`src/hdr_pkg.sv`:
```
package hdr_pkg;

	// Register byte offsets
	localparam logic [7:0] OFF_CHECK_HIGH = 8'hBC;
	localparam logic [7:0] OFF_CHECK_LOW = 8'hC0;
	localparam logic [7:0] OFF_DELIM_HIGH = 8'hC4;
	localparam logic [7:0] OFF_DELIM_LOW = 8'hC8;
	localparam logic [7:0] OFF_SERVICE = 8'hCC;
	localparam logic [7:0] OFF_LEN_HIGH = 8'hD0;
	localparam logic [7:0] OFF_LEN_LOW = 8'hD4;
	localparam logic [7:0] OFF_HDR_MODE = 8'h08;

	// Values after reset
	localparam logic [7:0] RST_BYTE = 8'h00;
	localparam logic [1:0] RST_MODE = 2'h0;

	// Header check coverage modes
	typedef enum logic [1:0]
	{
		MODE_NONE = 2'b00,
		MODE_DELIM = 2'b01,
		MODE_DELIM_LEN = 2'b10,
		MODE_ALL = 2'b11
	} hdr_mode_t;

	// AXI responses
	localparam logic [1:0] RESP_OKAY = 2'b00;
	localparam logic [1:0] RESP_SLVERR = 2'b10;

endpackage

```
`src/check_capture.sv`:
```
`timescale 1ns/1ps

// Holds the received header check until the next header completes
module check_capture
(
	input wire logic aclk,
	input wire logic aresetn,
	input wire logic hdr_done,
	input wire logic [15:0] check_in,
	output logic [15:0] check_q,
	output logic done_q
);

	// Latch check and flag completion on the same edge
	always_ff @(posedge aclk)
	begin
		if (!aresetn)
		begin
			check_q <= {hdr_pkg::RST_BYTE, hdr_pkg::RST_BYTE};
			done_q <= 1'b0;
		end
		else
		begin
			if (hdr_done)
				check_q <= check_in;
			done_q <= hdr_done;
		end
	end

endmodule // check_capture

```
`src/delim_join.sv`:
```
`timescale 1ns/1ps

// Joins the two delimiter bytes into one word
module delim_join
(
	input wire logic [7:0] high_byte,
	input wire logic [7:0] low_byte,
	output logic [15:0] delim
);

	// High byte on top
	assign delim = {high_byte, low_byte};

endmodule // delim_join

```
`src/header_field_registers.sv`:
```
// Overview of operation
// Upper received check byte readable
// Lower received check byte readable
// Check coverage follows selected mode
// Writable delimiter high byte, tx and rx
// Writable delimiter low byte
// Join delimiter bytes into one word
// Service register sent as service byte
// Writable transmit length upper byte
// Mode bits select checked fields
// Latch check on the completion edge, hold
`timescale 1ns/1ps

module header_field_registers
(
	input wire logic aclk,
	input wire logic aresetn,
	input wire logic [7:0] s_axi_awaddr,
	input wire logic s_axi_awvalid,
	output logic s_axi_awready,
	input wire logic [31:0] s_axi_wdata,
	input wire logic [3:0] s_axi_wstrb,
	input wire logic s_axi_wvalid,
	output logic s_axi_wready,
	output logic [1:0] s_axi_bresp,
	output logic s_axi_bvalid,
	input wire logic s_axi_bready,
	input wire logic [7:0] s_axi_araddr,
	input wire logic s_axi_arvalid,
	output logic s_axi_arready,
	output logic [31:0] s_axi_rdata,
	output logic [1:0] s_axi_rresp,
	output logic s_axi_rvalid,
	input wire logic s_axi_rready,
	input wire logic rx_hdr_done,
	input wire logic [15:0] received_header_check,
	output logic rx_hdr_ready_q,
	output logic [15:0] delimiter_q,
	output logic [7:0] tx_service_q,
	output logic [7:0] tx_length_high_q,
	output logic [1:0] hdr_mode_q,
	output logic check_delim_q,
	output logic check_length_q,
	output logic check_rest_q
);

	// Register storage
	logic [7:0] delim_high_q; // Delimiter high byte
	logic [7:0] delim_low_q; // Delimiter low byte
	logic [7:0] service_q; // Service byte
	logic [7:0] len_high_q; // Length high byte
	logic [7:0] len_low_q; // Length low byte, owned by neighbour
	hdr_pkg::hdr_mode_t mode_q; // Header mode
	logic [15:0] check_q; // Captured check
	logic done_q; // Capture complete
	logic [15:0] delim_w; // Joined delimiter

	// Write channel holding
	logic [7:0] aw_addr_q;
	logic aw_have_q;
	logic [31:0] w_data_q;
	logic [3:0] w_strb_q;
	logic w_have_q;
	logic do_write; // Both halves held, commit now
	logic aw_fire; // Address handshake
	logic w_fire; // Data handshake

	// Handshakes and the write commit strobe
	assign aw_fire = s_axi_awvalid && s_axi_awready;
	assign w_fire = s_axi_wvalid && s_axi_wready;
	assign do_write = aw_have_q && w_have_q && !s_axi_bvalid;

	// Received check holder
	check_capture u_cap
	(
		.aclk(aclk),
		.aresetn(aresetn),
		.hdr_done(rx_hdr_done),
		.check_in(received_header_check),
		.check_q(check_q),
		.done_q(done_q)
	);

	// Delimiter assembly
	delim_join u_join
	(
		.high_byte(delim_high_q),
		.low_byte(delim_low_q),
		.delim(delim_w)
	);

	// Address capture, either order with data
	always_ff @(posedge aclk)
	begin
		if (!aresetn)
		begin
			aw_have_q <= 1'b0;
			aw_addr_q <= 8'h00;
			s_axi_awready <= 1'b0;
		end
		else
		begin
			// Offer the slot only while nothing is held
			s_axi_awready <= !aw_have_q && !aw_fire && !s_axi_bvalid;
			if (aw_fire)
			begin
				aw_have_q <= 1'b1;
				aw_addr_q <= s_axi_awaddr;
			end
			// Free the slot once the write commits
			else if (do_write)
				aw_have_q <= 1'b0;
		end
	end

	// Data capture
	always_ff @(posedge aclk)
	begin
		if (!aresetn)
		begin
			w_have_q <= 1'b0;
			w_data_q <= 32'h0000_0000;
			w_strb_q <= 4'h0;
			s_axi_wready <= 1'b0;
		end
		else
		begin
			// Offer the slot only while nothing is held
			s_axi_wready <= !w_have_q && !w_fire && !s_axi_bvalid;
			if (w_fire)
			begin
				w_have_q <= 1'b1;
				w_data_q <= s_axi_wdata;
				w_strb_q <= s_axi_wstrb;
			end
			// Free the slot once the write commits
			else if (do_write)
				w_have_q <= 1'b0;
		end
	end

	// Register writes, low byte lane only
	always_ff @(posedge aclk)
	begin
		if (!aresetn)
		begin
			delim_high_q <= hdr_pkg::RST_BYTE;
			delim_low_q <= hdr_pkg::RST_BYTE;
			service_q <= hdr_pkg::RST_BYTE;
			len_high_q <= hdr_pkg::RST_BYTE;
			len_low_q <= hdr_pkg::RST_BYTE;
			mode_q <= hdr_pkg::MODE_NONE;
		end
		else if (do_write && w_strb_q[0])
		begin
			// Registers are at most one byte wide; upper lanes are dropped
			case (aw_addr_q)
				hdr_pkg::OFF_DELIM_HIGH:
					delim_high_q <= w_data_q[7:0];
				hdr_pkg::OFF_DELIM_LOW:
					delim_low_q <= w_data_q[7:0];
				hdr_pkg::OFF_SERVICE:
					service_q <= w_data_q[7:0];
				hdr_pkg::OFF_LEN_HIGH:
					len_high_q <= w_data_q[7:0];
				hdr_pkg::OFF_LEN_LOW:
					len_low_q <= w_data_q[7:0];
				hdr_pkg::OFF_HDR_MODE:
					mode_q <= hdr_pkg::hdr_mode_t'(w_data_q[1:0]);
				// Check registers are read-only, writes fall through
				default:
					;
			endcase
		end
	end

	// Write response, unmapped gets SLVERR
	always_ff @(posedge aclk)
	begin
		if (!aresetn)
		begin
			s_axi_bvalid <= 1'b0;
			s_axi_bresp <= hdr_pkg::RESP_OKAY;
		end
		else if (do_write)
		begin
			s_axi_bvalid <= 1'b1;
			case (aw_addr_q)
				hdr_pkg::OFF_DELIM_HIGH, hdr_pkg::OFF_DELIM_LOW,
				hdr_pkg::OFF_SERVICE, hdr_pkg::OFF_LEN_HIGH,
				hdr_pkg::OFF_LEN_LOW, hdr_pkg::OFF_HDR_MODE,
				hdr_pkg::OFF_CHECK_HIGH, hdr_pkg::OFF_CHECK_LOW:
					s_axi_bresp <= hdr_pkg::RESP_OKAY;
				default:
					s_axi_bresp <= hdr_pkg::RESP_SLVERR;
			endcase
		end
		// Response stands until the master takes it
		else if (s_axi_bready)
			s_axi_bvalid <= 1'b0;
	end

	// Read channel, one cycle after address
	always_ff @(posedge aclk)
	begin
		if (!aresetn)
		begin
			s_axi_arready <= 1'b0;
			s_axi_rvalid <= 1'b0;
			s_axi_rdata <= 32'h0000_0000;
			s_axi_rresp <= hdr_pkg::RESP_OKAY;
		end
		else if (s_axi_arvalid && s_axi_arready)
		begin
			s_axi_arready <= 1'b0;
			s_axi_rvalid <= 1'b1;
			s_axi_rresp <= hdr_pkg::RESP_OKAY;
			s_axi_rdata <= 32'h0000_0000;
			case (s_axi_araddr)
				hdr_pkg::OFF_CHECK_HIGH:
					s_axi_rdata[7:0] <= check_q[15:8];
				hdr_pkg::OFF_CHECK_LOW:
					s_axi_rdata[7:0] <= check_q[7:0];
				hdr_pkg::OFF_DELIM_HIGH:
					s_axi_rdata[7:0] <= delim_high_q;
				hdr_pkg::OFF_DELIM_LOW:
					s_axi_rdata[7:0] <= delim_low_q;
				hdr_pkg::OFF_SERVICE:
					s_axi_rdata[7:0] <= service_q;
				hdr_pkg::OFF_LEN_HIGH:
					s_axi_rdata[7:0] <= len_high_q;
				hdr_pkg::OFF_LEN_LOW:
					s_axi_rdata[7:0] <= len_low_q;
				hdr_pkg::OFF_HDR_MODE:
					s_axi_rdata[1:0] <= mode_q;
				// Unmapped: zero data with an error
				default:
					s_axi_rresp <= hdr_pkg::RESP_SLVERR;
			endcase
		end
		else if (s_axi_rvalid)
		begin
			// Hold until master takes it
			if (s_axi_rready)
				s_axi_rvalid <= 1'b0;
		end
		// Idle again: offer the address channel
		else
			s_axi_arready <= 1'b1;
	end

	// Header field outputs and check coverage
	always_ff @(posedge aclk)
	begin
		if (!aresetn)
		begin
			delimiter_q <= {hdr_pkg::RST_BYTE, hdr_pkg::RST_BYTE};
			tx_service_q <= hdr_pkg::RST_BYTE;
			tx_length_high_q <= hdr_pkg::RST_BYTE;
			hdr_mode_q <= hdr_pkg::RST_MODE;
			check_delim_q <= 1'b0;
			check_length_q <= 1'b0;
			check_rest_q <= 1'b0;
			rx_hdr_ready_q <= 1'b0;
		end
		else
		begin
			// Registered copies, so every output leaves a flop
			delimiter_q <= delim_w;
			tx_service_q <= service_q;
			tx_length_high_q <= len_high_q;
			hdr_mode_q <= mode_q;
			rx_hdr_ready_q <= done_q;
			// Coverage per mode
			case (mode_q)
				hdr_pkg::MODE_NONE:
				begin
					check_delim_q <= 1'b0;
					check_length_q <= 1'b0;
					check_rest_q <= 1'b0;
				end
				hdr_pkg::MODE_DELIM:
				begin
					check_delim_q <= 1'b1;
					check_length_q <= 1'b0;
					check_rest_q <= 1'b0;
				end
				hdr_pkg::MODE_DELIM_LEN:
				begin
					check_delim_q <= 1'b1;
					check_length_q <= 1'b1;
					check_rest_q <= 1'b0;
				end
				// Mode 3: every header field covered
				default:
				begin
					check_delim_q <= 1'b1;
					check_length_q <= 1'b1;
					check_rest_q <= 1'b1;
				end
			endcase
		end
	end

endmodule // header_field_registers

```
`config.mk`:
```
export PLATFORM = sky130hd
export DESIGN_NAME = header_field_registers
export DESIGN_NICKNAME = d
export VERILOG_FILES = /design/src/hdr_pkg.sv /design/src/check_capture.sv /design/src/delim_join.sv /design/src/header_field_registers.sv
export SDC_FILE = /design/constraint.sdc
export NUM_CORES = 1
export LEC_CHECK = 0
export BUFFER_PORTS_ARGS = -buffer_cell sky130_fd_sc_hd__clkbuf_2
export CAP_MARGIN = 20
export CORE_MARGIN = 3
export CORE_UTILIZATION = 58
export CTS_BUF_LIST = sky130_fd_sc_hd__clkbuf_4 sky130_fd_sc_hd__clkbuf_8
export CTS_CLUSTER_SIZE = 30
export DETAILED_ROUTE_END_ITERATION = 8
export PLACE_DENSITY_LB_ADDON = 0.3
export SKIP_CTS_REPAIR_TIMING = 1
export SKIP_LAST_GASP = 1
export SLEW_MARGIN = 15
export SYNTH_ARGS = -nofsm -noshare
export SYNTH_HDL_FRONTEND = slang
export SYNTH_SLANG_ARGS = --single-unit
```
`constraint.sdc`:
```
create_clock -name aclk -period 5 [get_ports aclk]
set_input_delay 0.5 -clock aclk [delete_from_list [all_inputs] [get_ports aclk]]
set_output_delay 0.5 -clock aclk [all_outputs]
set_load 0.01 [all_outputs]
```
* Word level (Yosys, flattened, before mapping)
Index checks and enable logic that the tools add are counted.
Word-level totals: register bits after elaboration 133, word-level logic and storage cells 93
Cells by class: equality and inequality tests 18, multiplexer cells 15, bitwise gates (word level) 1, reduce and logical (&&, ||, !) cells 30
Operator list (number):
- $eq A8 B8 Y1 const B | 14
- $pmux W6 S7 | 1
- $eq A8 B4 Y1 const B | 2
- $pmux W2 S8 | 1
- $reduce_or A8 Y1 | 2
- $reduce_and A2 Y1 | 6
- $mux W1 | 11
- $logic_and A1 B1 Y1 | 10
- $reduce_bool A2 Y1 | 3
- $logic_not A1 Y1 | 5
- $mux W2 | 2
- $reduce_or A2 Y1 | 2
- $reduce_or A3 Y1 | 1
- $eq A2 B1 Y1 const B | 1
- $eq A2 B2 Y1 const B | 1
- $logic_not A2 Y1 | 1
- $not A1 Y1 | 1

* Logic depth before layout (Yosys ltp)
Gate-level depths: netlist of run 1.
depth in word-level cells 4, gate-level depth with buffers 7, gate-level depth less buffers 4

* By module
From an unflattened synthesis of run 1, not the netlist that was laid out.
Unflattened totals: cell total of the unflattened synthesis 567, area, all modules 5328.9 µm²
Modules (own cells, without submodules):
- header_field_registers | times used 1, cells each 498, area each 4565.6 µm²
- check_capture | times used 1, cells each 53, area each 643.1 µm²
- delim_join | times used 1, cells each 16, area each 120.1 µm²

* Least setup slack after synthesis of run 1
Ideal clock, no wire load.
path type input to register, from input s_axi_araddr[2], to register s_axi_rdata[5], arrival 1.744 ns, required time 4.868 ns, setup slack 3.124 ns, stages 5, path buffers 1, path through clkbuf_1 > mux4_2 > nor4b_1 > a2111oi_0 > o21ai_0
On the way: longest elaborated chain between the ends 2, elaborated cells between the ends (all ways) 8
Ends and longest elaborated chain:
- from (decl) | line header_field_registers.sv:28 | input wire logic [7:0] s_axi_araddr,
- $eq A8 B8 Y1 | line header_field_registers.sv:219 | case (s_axi_araddr)
- $pmux W6 S7 (*) | line header_field_registers.sv:219
- to (signal assigned) | line header_field_registers.sv:221 | s_axi_rdata[7:0] <= check_q[15:8];
- to (signal assigned) | line header_field_registers.sv:223 | s_axi_rdata[7:0] <= check_q[7:0];
- to (signal assigned) | line header_field_registers.sv:225 | s_axi_rdata[7:0] <= delim_high_q;
- to (decl) | line header_field_registers.sv:31 | output logic [31:0] s_axi_rdata,
Mark *: on every way between the ends. The rest lies on a longest branch, timed or not. A chain may end at the register's enable or synchronous reset.

* Worst setup path after layout of run 1
from input s_axi_araddr[5], to register s_axi_rdata[4]
The elaborated chain is that of the path after synthesis.

==> reports/qor.yml, run 1 <==
grt:
  gr-total-overflow: 0
  grt_pass1_wl_mm: 19.2
  grt_pass1_vias: 3849
  grt_use_total_pct: 24.5
  grt_max_degree: 51
  antenna_found_initial: 0
die:
  die_h_um: 102
  die_w_um: 102
  io_pins: 155
  start_util_pct: 60.1
  fp.dieArea_um2: 10300
  rows: 34
  core_um2: 8810
setup_path:
  required_ns: 5.36
  endpoint: "s_axi_rdata[4]$_SDFFE_PN0P_"
  critical_path_class: "in -> reg"
  cp.arrival_ns: 2.72
  rr_worst_depth: 4
  reg2reg_to: "len_low_q[0]$_SDFFE_PN0P_"
  cp-end-kind: "register"
  path_max_fanout: 21
  worst_setup_path_start_kind: "input port"
  reg2reg_from: "aw_addr_q[0]$_SDFFE_PN0P_"
  r2r_slack_ns: 3.00
  crit_start: "s_axi_araddr[5]"
pwr:
  p_switching_mw: 0.528
  p_seq_share_pct: 51.6
  combPwrFrac_pct: 5.8
  p_per_area_nw_per_um2: 343
  p_clk_share_pct: 42.6
  ir_drop_v: 0.000204
  sw_frac_of_total_pct: 25.2
  p_leak_nw: 2.57
  internal_power_mw: 1.56
cells_and_area:
  mostFrequentLayoutCells: "131 x dfxtp_1, 101 x clkbuf_2, 100 x nand2_1"
  antenna_cells: 0
  drive_gt1_share_pct: 22.0
  layout_commonest_cell: "dfxtp_1"
  nets: 730
  finalInstanceArea_um2: 6100
  synthToLayoutAreaGrowth_pct: 15.2
  utilization_pct: 69.3
cts:
  cts-htree-levels: 4
  tritoncts: "done"
  cts_root_buf: "clkbuf_8"
  clk_pin_slew_ns: 0.08
  cts_sinks: 131
  cts_buffers: 17
  clockBufferDepth: 2
  clk_latency_ns: 0.44
synth:
  netlist_area_um2: 5290
  synth_flop_cell: "dfxtp_1"
  synth_compound_area_share_pct: 10.6
  synthArstFlopShare_pct: 0
  synth_cells: 567
  synth-seq-cells: 131
  seq_area_frac_synth_pct: 49.5
  synthMuxAreaShare_pct: 8.93
  synth_cell_types: 52
  synth_top_family_by_area: "simple AND/OR/NAND/NOR gates"
  yosys_warnings: 0
  synth_fa_ha_area_share_pct: 0
  synth_xor_area_share_pct: 0
  postSynthAreaPerCell_um2: 9.34
  synth-simple-area-share_pct: 23.2
  synth-edff-count: 0
placed_design:
  portBuffers: 101
  gp_congestion: 0.921
  place.detailed.hpwl_mm: 8.90
  dpl_cell_area_um2: 5700
  pre_cts_slack_ns: 2.23
worst_hold_path:
  min_path_type: "in -> reg"
sta:
  fin_setup_tns_ns: 0
  fmax_ghz: 0.422
  slew_viol_final: 0
  worst_pin_slew_ns: 0.851
  setup_ws_ns: 2.63
  fin_crit_ns: 2.37
  rsz0062_at_grt: "false"
  setup_violations: 0
  period_share_pct: 47.3
  worst_clock_skew_ns: 0.0124
  relSlewSlack_pct: 42.9
  finalHoldViolCount: 0
detailed_routing:
  drt_wl_total_mm: 12.3
  detail_route.wl_per_cell_um: 15.9
  drcViolationCount: 0
  drtPass1Iterations: 5
  first_iter_violations: 280
  antenna_left: 0
  vias: 4134
  drt-vias-per-instance: 5.33
run:
  drv_cap: 0
outcome:
  outcome: "finished clean"
-- stage by stage --
step	power, mW	std cells	hold slack, ns
after detailed placement	1.22	743	0.427
after floorplan	1.20	592	0.412
after CTS	2.10	775	0.282
final	2.09	775	0.284
after global routing	2.16	775	0.287
after global placement	1.22	743	0.417
-- power groups by stage --
| stage | Combinational, mW | Sequential (mW) | Clock, mW |
|---|---|---|---|
| after floorplan | 0.0963 | 1.10 | 0 |
| after global placement | 0.118 | 1.10 | 0 |
| after detailed placement | 0.121 | 1.10 | 0 |
| after CTS | 0.121 | 1.08 | 0.900 |
| after global routing | 0.136 | 1.08 | 0.947 |
| final | 0.122 | 1.08 | 0.890 |
-- cell type report --
class,instances,area [um^2]
Fill cell,709,2710
Timing Repair Buffer,102,513
Sequential cell,131,2620
Clock buffer,18,241
Clock inverter,14,154
Tap cell,108,135
Multi-Input combinational cell,383,2360
Inverter,19,71.3
-- synth_stat cells (2+ instances only) --
cell / number / area share (%)
a2111oi_0: 4 / 0.66
a21boi_0: 23 / 3.3
a221oi_1: 4 / 0.66
a22oi_1: 3 / 0.43
and2_1: 33 / 3.9
and3_1: 2 / 0.24
buf_2: 4 / 0.38
buf_4: 26 / 3.7
clkbuf_1: 27 / 1.9
dfxtp_1: 131 / 50
inv_1: 19 / 1.3
mux2i_1: 45 / 8.5
nand2_1: 100 / 7.1
nand2b_1: 4 / 0.47
nand3_1: 7 / 0.66
nand3b_1: 5 / 0.71
nand4_1: 3 / 0.35
nor2_1: 4 / 0.28
nor2b_1: 18 / 2.1
nor3_1: 13 / 1.2
nor3b_1: 3 / 0.43
nor4_1: 10 / 1.2
nor4b_1: 4 / 0.66
o211ai_1: 5 / 0.71
o21ai_0: 33 / 3.1
o221ai_1: 4 / 0.66
or2_2: 3 / 0.35
or3b_2: 4 / 0.66
or4_1: 2 / 0.28
or4b_1: 2 / 0.38
-- worst max-delay path, cell delays in order --
cell      delay (ns)
clkbuf_2        0.11
nand3b_1        0.61
a211oi_1        0.94
o21ai_1         0.32
o211ai_1        0.23
-- worst min-delay path by stage --
stage,startpoint,endpoint,cells past startpoint
2_1_floorplan,u_cap.done_q$_SDFF_PN0_,rx_hdr_ready_q$_SDFF_PN0_,1
3_3_place_gp,u_cap.done_q$_SDFF_PN0_,rx_hdr_ready_q$_SDFF_PN0_,1
3_5_place_dp,u_cap.done_q$_SDFF_PN0_,rx_hdr_ready_q$_SDFF_PN0_,1
4_1_cts,s_axi_awaddr[3],aw_addr_q[3]$_SDFFE_PN0P_,3
5_1_grt,s_axi_wstrb[0],w_strb_q[0]$_SDFFE_PN0P_,3
6_report,s_axi_awaddr[2],aw_addr_q[2]$_SDFFE_PN0P_,3
-- sequential cells by signal, indices dropped and copies added, names as in the netlist, 2 cells and up --
register	cells
len_low_q	8
hdr_mode_q	2
mode_q	2
u_cap.check_q	16
tx_length_high_q	8
aw_addr_q	8
delim_high_q	8
s_axi_rdata	8
delimiter_q	16
delim_low_q	8
w_data_q	8
len_high_q	8
tx_service_q	8
service_q	8
-- kinds of logic after synthesis --
logic type             count (synthesis)
AND/OR/NAND/NOR                      227
flip-flops                           131
AO/OA/AOI/OAI                         84
buffers and inverters                 78
multiplexers                          46
other                                  1
-- routing by layer --
layer	track usage [%]	wire, um	up-vias
met5	0	0	-
met4	9.00	238	0
met3	5.65	792	21
met2	38.6	5680	148
met1	32.9	5610	1886
li1	-	-	2079
Power figures use the tool's default switching activity.
==> inputs of run 2 (changes only) <==
--- a/config.mk
+++ b/config.mk
@@ -8,7 +8,7 @@
 export BUFFER_PORTS_ARGS = -buffer_cell sky130_fd_sc_hd__clkbuf_2
 export CAP_MARGIN = 20
 export CORE_MARGIN = 3
-export CORE_UTILIZATION = 58
+export CORE_UTILIZATION = 53
 export CTS_BUF_LIST = sky130_fd_sc_hd__clkbuf_4 sky130_fd_sc_hd__clkbuf_8
 export CTS_CLUSTER_SIZE = 30
 export DETAILED_ROUTE_END_ITERATION = 8
==> constraint.sdc (replaced) <==
create_clock -name aclk -period 2.35 [get_ports aclk]
set_input_delay 0.235 -clock aclk [delete_from_list [all_inputs] [get_ports aclk]]
set_output_delay 0.235 -clock aclk [all_outputs]
set_load 0.01 [all_outputs]
==> reports/qor.yml, run 2 (synthesis gave the netlist of run 1 again) <==
outcome:
  outcome: "finished clean"
cells_and_area:
  layout_commonest_cell: "dfxtp_1"
  antenna_cells: 0  # unchanged
  mostFrequentLayoutCells: "131 x dfxtp_1, 101 x clkbuf_2, 100 x nand2_1"
  synthToLayoutAreaGrowth_pct: 17.2
  reg_top3: "delimiter_q x16, u_cap.check_q x16"
  fin_cells: 809  # +4.4%
  drive_gt1_share_pct: 23.5  # +1.5 points
  multi_input_comb_area_um2: 2360  # unchanged
  nets: 743  # +1.8%
  regArea_um2: 2620  # unchanged
  nFillCells: 829  # +17%
die:
  io_pins: 155  # unchanged
  rows: 35  # +2.9%
  fp.dieArea_um2: 11200  # +8.9%
  start_util_pct: 56.0  # -4.2 points
  die_w_um: 106  # +4.3%
  die_h_um: 106  # +4.3%
  core_um2: 9460  # +7.4%
pwr:
  ir_drop_v: 0.000366  # +80%
  p_leak_nw: 2.62  # +2.0%
  p_per_area_nw_per_um2: 693  # +100%
sta:
  fmax_ghz: 0.498
  fin_crit_ns: 2.01
  period_share_pct: 85.5
  worst_clock_skew_ns: 0.0153  # +0.00290 ns
  fin_setup_tns_ns: 0  # unchanged
  slew_viol_final: 0  # unchanged
  relSlewSlack_pct: 58.6  # +16 points
  finalHoldViolCount: 0  # unchanged
  worst_pin_slew_ns: 0.605  # -0.247 ns
  rsz0062_at_grt: "false"
  setup_ws_ns: 0.342  # -2.29 ns
  setup_violations: 0  # unchanged
detailed_routing:
  detail_route.wl_per_cell_um: 15.7  # -1.1%
  drcViolationCount: 0  # unchanged
  first_iter_violations: 203  # -28%
  antenna_left: 0  # unchanged
  drt_wl_total_mm: 12.7  # +3.2%
  vias: 4233  # +2.4%
  drt-vias-per-instance: 5.23  # -1.9%
  drtPass1Iterations: 4  # -1
placed_design:
  portBuffers: 101  # unchanged
  gp_congestion: 0.856  # -7.0%
  pre_cts_slack_ns: 0.262  # -1.97 ns
  place.detailed.hpwl_mm: 9.27  # +4.2%
  placed_cells: 777  # +4.6%
setup_path:
  cp_slowest_stage_delay_ns: 0.74  # -0.20 ns
  worst_setup_path_start_kind: "register"
  cp.arrival_ns: 2.30  # -0.42 ns
  cp-end-kind: "register"
  r2r_slack_ns: 0.34  # -2.66 ns
  rr_worst_depth: 4  # unchanged
  critical_path_class: "reg -> reg"
  critPathSlowestCell: "or4b_1"
  path_cells: "nor4b_4, nand3_2, or4b_1, mux2i_1"
  reg2reg_to: "len_low_q[1]$_SDFFE_PN0P_"
  reg2reg_from: "aw_addr_q[0]$_SDFFE_PN0P_"
  path_max_fanout: 8  # -62%
  required_ns: 2.65  # -2.71 ns
cts:
  clockBufferDepth: 2  # unchanged
  clk_latency_ns: 0.44  # about the same
  clk_pin_slew_ns: 0.09  # about the same
  cts_buffers: 17  # unchanged
  cts_root_buf: "clkbuf_8"
  cts_sinks: 131  # unchanged
  tritoncts: "done"
  cts-htree-levels: 4  # unchanged
worst_hold_path:
  whs_path_depth: 3  # unchanged
  hold_path_end: "w_strb_q[0]$_SDFFE_PN0P_"
  min_path_type: "in -> reg"
  hold_start: "s_axi_wstrb[0]"
grt:
  grt_pass1_vias: 4028  # +4.7%
  antenna_found_initial: 0  # unchanged
  gr-total-overflow: 0  # unchanged
  grt_use_total_pct: 23.1  # -1.4 points
  grt_pass1_wl_mm: 20.3  # +5.5%
  grt_max_degree: 89  # +75%
run:
  drv_cap: 0  # unchanged
run 2: worst max-delay path by stage:
| stage | start | to | slack [ns] | cells past startpoint |
|---|---|---|---|---|
| 4_1_cts | aw_addr_q[0]$_SDFFE_PN0P_ | len_low_q[1]$_SDFFE_PN0P_ | 0.35 | 4 |
| 3_3_place_gp | s_axi_araddr[2] | s_axi_rdata[5]$_SDFFE_PN0P_ | 0.24 | 6 |
| 5_1_grt | aw_addr_q[0]$_SDFFE_PN0P_ | len_low_q[0]$_SDFFE_PN0P_ | 0.27 | 4 |
| 2_1_floorplan | aw_addr_q[0]$_SDFFE_PN0P_ | len_low_q[7]$_SDFFE_PN0P_ | 0.65 | 5 |
| 3_5_place_dp | s_axi_araddr[2] | s_axi_rdata[5]$_SDFFE_PN0P_ | 0.26 | 6 |
| 6_report | aw_addr_q[0]$_SDFFE_PN0P_ | len_low_q[1]$_SDFFE_PN0P_ | 0.34 | 4 |
run 2: cell type report:
cell class / count / area share [%]
repair buffers: 115 / 10.0
flip-flops and latches: 131 / 42.3
clock inverters: 12 / 1.55
well taps: 129 / 2.60
multi-input cells: 383 / 38.1
inverters: 19 / 1.15
clock buffers: 20 / 4.33
run 2: metal layers:
layer	global-route usage (%)	vias up	share of wire, %
met2	37.8	157	47
li1	-	2099	-
met5	0	-	0
met3	5.71	19	6.4
met4	7.86	0	1.5
met1	29.8	1958	45
run 2: critical path, delay by kind of cell (launching register included):
family	cells	cell delay, ns
and+or+nand+nor	3	1.32
DFF	1	0.35
muxes	1	0.20
run 2: metrics by stage:
stage / hold WS, ns / util [%] / area (um^2) / power [mW]
global placement: 0.418 / 61.7 / 5840 / 2.61
CTS: 0.00816 / 65.6 / 6210 / 4.33
floorplan: 0.377 / - / 5390 / 2.54
global route: 0.0143 / 65.6 / 6210 / 4.47
detailed placement: 0.435 / 61.7 / 5840 / 2.62
finish: 0.0256 / 65.6 / 6210 / 4.30
run 2: power breakdown:
part	total, mW	internal, mW	switching, mW
clock	1.73	0.814	0.920
sequential	2.30	2.26	0.0344
combinational	0.270	0.106	0.165
==> inputs of run 3 (changes only) <==
--- a/config.mk
+++ b/config.mk
@@ -8,7 +8,7 @@
 export BUFFER_PORTS_ARGS = -buffer_cell sky130_fd_sc_hd__clkbuf_2
 export CAP_MARGIN = 20
 export CORE_MARGIN = 3
-export CORE_UTILIZATION = 53
+export CORE_UTILIZATION = 58
 export CTS_BUF_LIST = sky130_fd_sc_hd__clkbuf_4 sky130_fd_sc_hd__clkbuf_8
 export CTS_CLUSTER_SIZE = 30
 export DETAILED_ROUTE_END_ITERATION = 8
==> constraint.sdc (replaced) <==
create_clock -name aclk -period 2.5 [get_ports aclk]
set_input_delay 0.25 -clock aclk [delete_from_list [all_inputs] [get_ports aclk]]
set_output_delay 0.25 -clock aclk [all_outputs]
set_load 0.01 [all_outputs]
==> reports/qor.yml, run 3 (synthesis gave the netlist of run 1 again) <==
cells_and_area:
  nets: 739  # -0.54%
  nFillCells: 714  # -14%
  fin_cells: 784  # -3.1%
  multi_input_comb_area_um2: 2360  # unchanged
  antenna_cells: 0  # unchanged
  layout_commonest_cell: "dfxtp_1"
  mostFrequentLayoutCells: "131 x dfxtp_1, 101 x clkbuf_2, 100 x nand2_1"
  regArea_um2: 2620  # unchanged
  finalInstanceArea_um2: 6160  # -0.81%
  synthToLayoutAreaGrowth_pct: 16.3
  reg_top3: "delimiter_q x16, u_cap.check_q x16"
  utilization_pct: 69.9  # +4.3 points
  drive_gt1_share_pct: 23.1  # -0.45 points
sta:
  worst_clock_skew_ns: 0.0137  # -0.00154 ns
  worst_pin_slew_ns: 0.622  # +0.0170 ns
  slew_viol_final: 0  # unchanged
  finalHoldViolCount: 0  # unchanged
  relSlewSlack_pct: 57.5  # -1.2 points
  fmax_ghz: 0.503  # +0.98%
  fin_crit_ns: 1.99  # -0.0194 ns
  setup_ws_ns: 0.511  # +0.169 ns
  period_share_pct: 79.6  # -5.9 points
  rsz0062_at_grt: "false"
  hold_ws_ns: 0.0370  # +0.0114 ns
  fin_setup_tns_ns: 0  # unchanged
  setup_violations: 0  # unchanged
setup_path:
  cp-end-kind: "register"
  r2r_slack_ns: 0.51  # +0.17 ns
  required_ns: 2.81  # +0.16 ns
  rr_worst_depth: 4  # unchanged
  reg2reg_from: "aw_addr_q[0]$_SDFFE_PN0P_"
  critical_path_class: "reg -> reg"
  worst_setup_path_start_kind: "register"
  path_max_fanout: 8  # unchanged
  crit_start: "aw_addr_q[0]$_SDFFE_PN0P_"
  cp.arrival_ns: 2.30  # about the same
  reg2reg_to: "len_low_q[4]$_SDFFE_PN0P_"
die:
  start_util_pct: 60.1  # +4.2 points
  io_pins: 155  # unchanged
  die_h_um: 102  # -4.2%
  fp.dieArea_um2: 10300  # -8.1%
  core_um2: 8810  # -6.9%
  die_w_um: 102  # -4.2%
  rows: 34  # -2.9%
cts:
  cts_sinks: 131  # unchanged
  cts_root_buf: "clkbuf_8"
  tritoncts: "done"
  clk_latency_ns: 0.44  # about the same
  cts-htree-levels: 4  # unchanged
  clk_pin_slew_ns: 0.08  # about the same
  clockBufferDepth: 2  # unchanged
  cts_buffers: 17  # unchanged
worst_hold_path:
  hold_path_end: "aw_addr_q[4]$_SDFFE_PN0P_"
  hold_start: "s_axi_awaddr[4]"
  min_path_type: "in -> reg"
  whs_path_depth: 3  # unchanged
pwr:
  fin_total_pwr_mw: 4.08  # -5.2%
  p_leak_nw: 2.61  # -0.46%
  ir_drop_v: 0.000389  # +6.1%
  p_per_area_nw_per_um2: 662  # -4.4%
outcome:
  outcome: "finished clean"
detailed_routing:
  drcViolationCount: 0  # unchanged
  drtPass1Iterations: 5  # +1
  first_iter_violations: 197  # -3.0%
  vias: 4240  # +0.17%
  antenna_left: 0  # unchanged
  detail_route.wl_per_cell_um: 16.1  # +2.6%
  drt_wl_total_mm: 12.6  # -0.54%
  drt-vias-per-instance: 5.41  # +3.4%
placed_design:
  portBuffers: 101  # unchanged
  dpl_cell_area_um2: 5780  # -0.96%
  gp_congestion: 0.934  # +9.1%
  place.detailed.hpwl_mm: 9.27  # about the same
  placed_cells: 752  # -3.2%
  pre_cts_slack_ns: 0.457  # +0.195 ns
grt:
  grt_max_degree: 86  # -3.4%
  antenna_found_initial: 0  # unchanged
  grt_use_total_pct: 25.0  # +2.0 points
  grt_pass1_wl_mm: 19.8  # -2.3%
  grt_pass1_vias: 3957  # -1.8%
  gr-total-overflow: 0  # unchanged
run:
  drv_cap: 0  # unchanged
[run 3: routing by layer]
metal	routed length (um)	vias up	track usage [%]
li1	-	2085	-
met1	5600	1968	33.3
met2	5910	159	40.0
met3	840	28	5.79
met4	295	0	9.30
met5	0	-	0
[run 3: worst max-delay path by stage]
stage / endpoint / cells past startpoint
after detailed placement: s_axi_rdata[7]$_SDFFE_PN0P_ / 6
after CTS: len_low_q[7]$_SDFFE_PN0P_ / 4
after global placement: s_axi_rdata[5]$_SDFFE_PN0P_ / 5
final: len_low_q[4]$_SDFFE_PN0P_ / 4
after floorplan: len_low_q[7]$_SDFFE_PN0P_ / 5
after global routing: len_low_q[4]$_SDFFE_PN0P_ / 4
[run 3: where the power goes]
group / total, mW / switching, mW / internal [mW]
Sequential: 2.16 / 0.0323 / 2.13
Clock: 1.67 / 0.858 / 0.807
Combinational: 0.254 / 0.155 / 0.0992
Total: 4.08 / 1.05 / 3.03
[run 3: layout make-up]
type	instances	area share, %
flip-flops and latches	131	42.6
inverters	19	1.16
repair buffers	111	9.63
clock buffers	18	3.92
well taps	108	2.20
multi-input cells	383	38.4
clock inverters	14	2.11
[run 3: worst max-delay path, cell delays in order, from the launching register on]
cell     delay (ns)
dfxtp_1        0.35
nor4b_4        0.41
nand3_2        0.17
or4b_1         0.74
mux2i_1        0.20
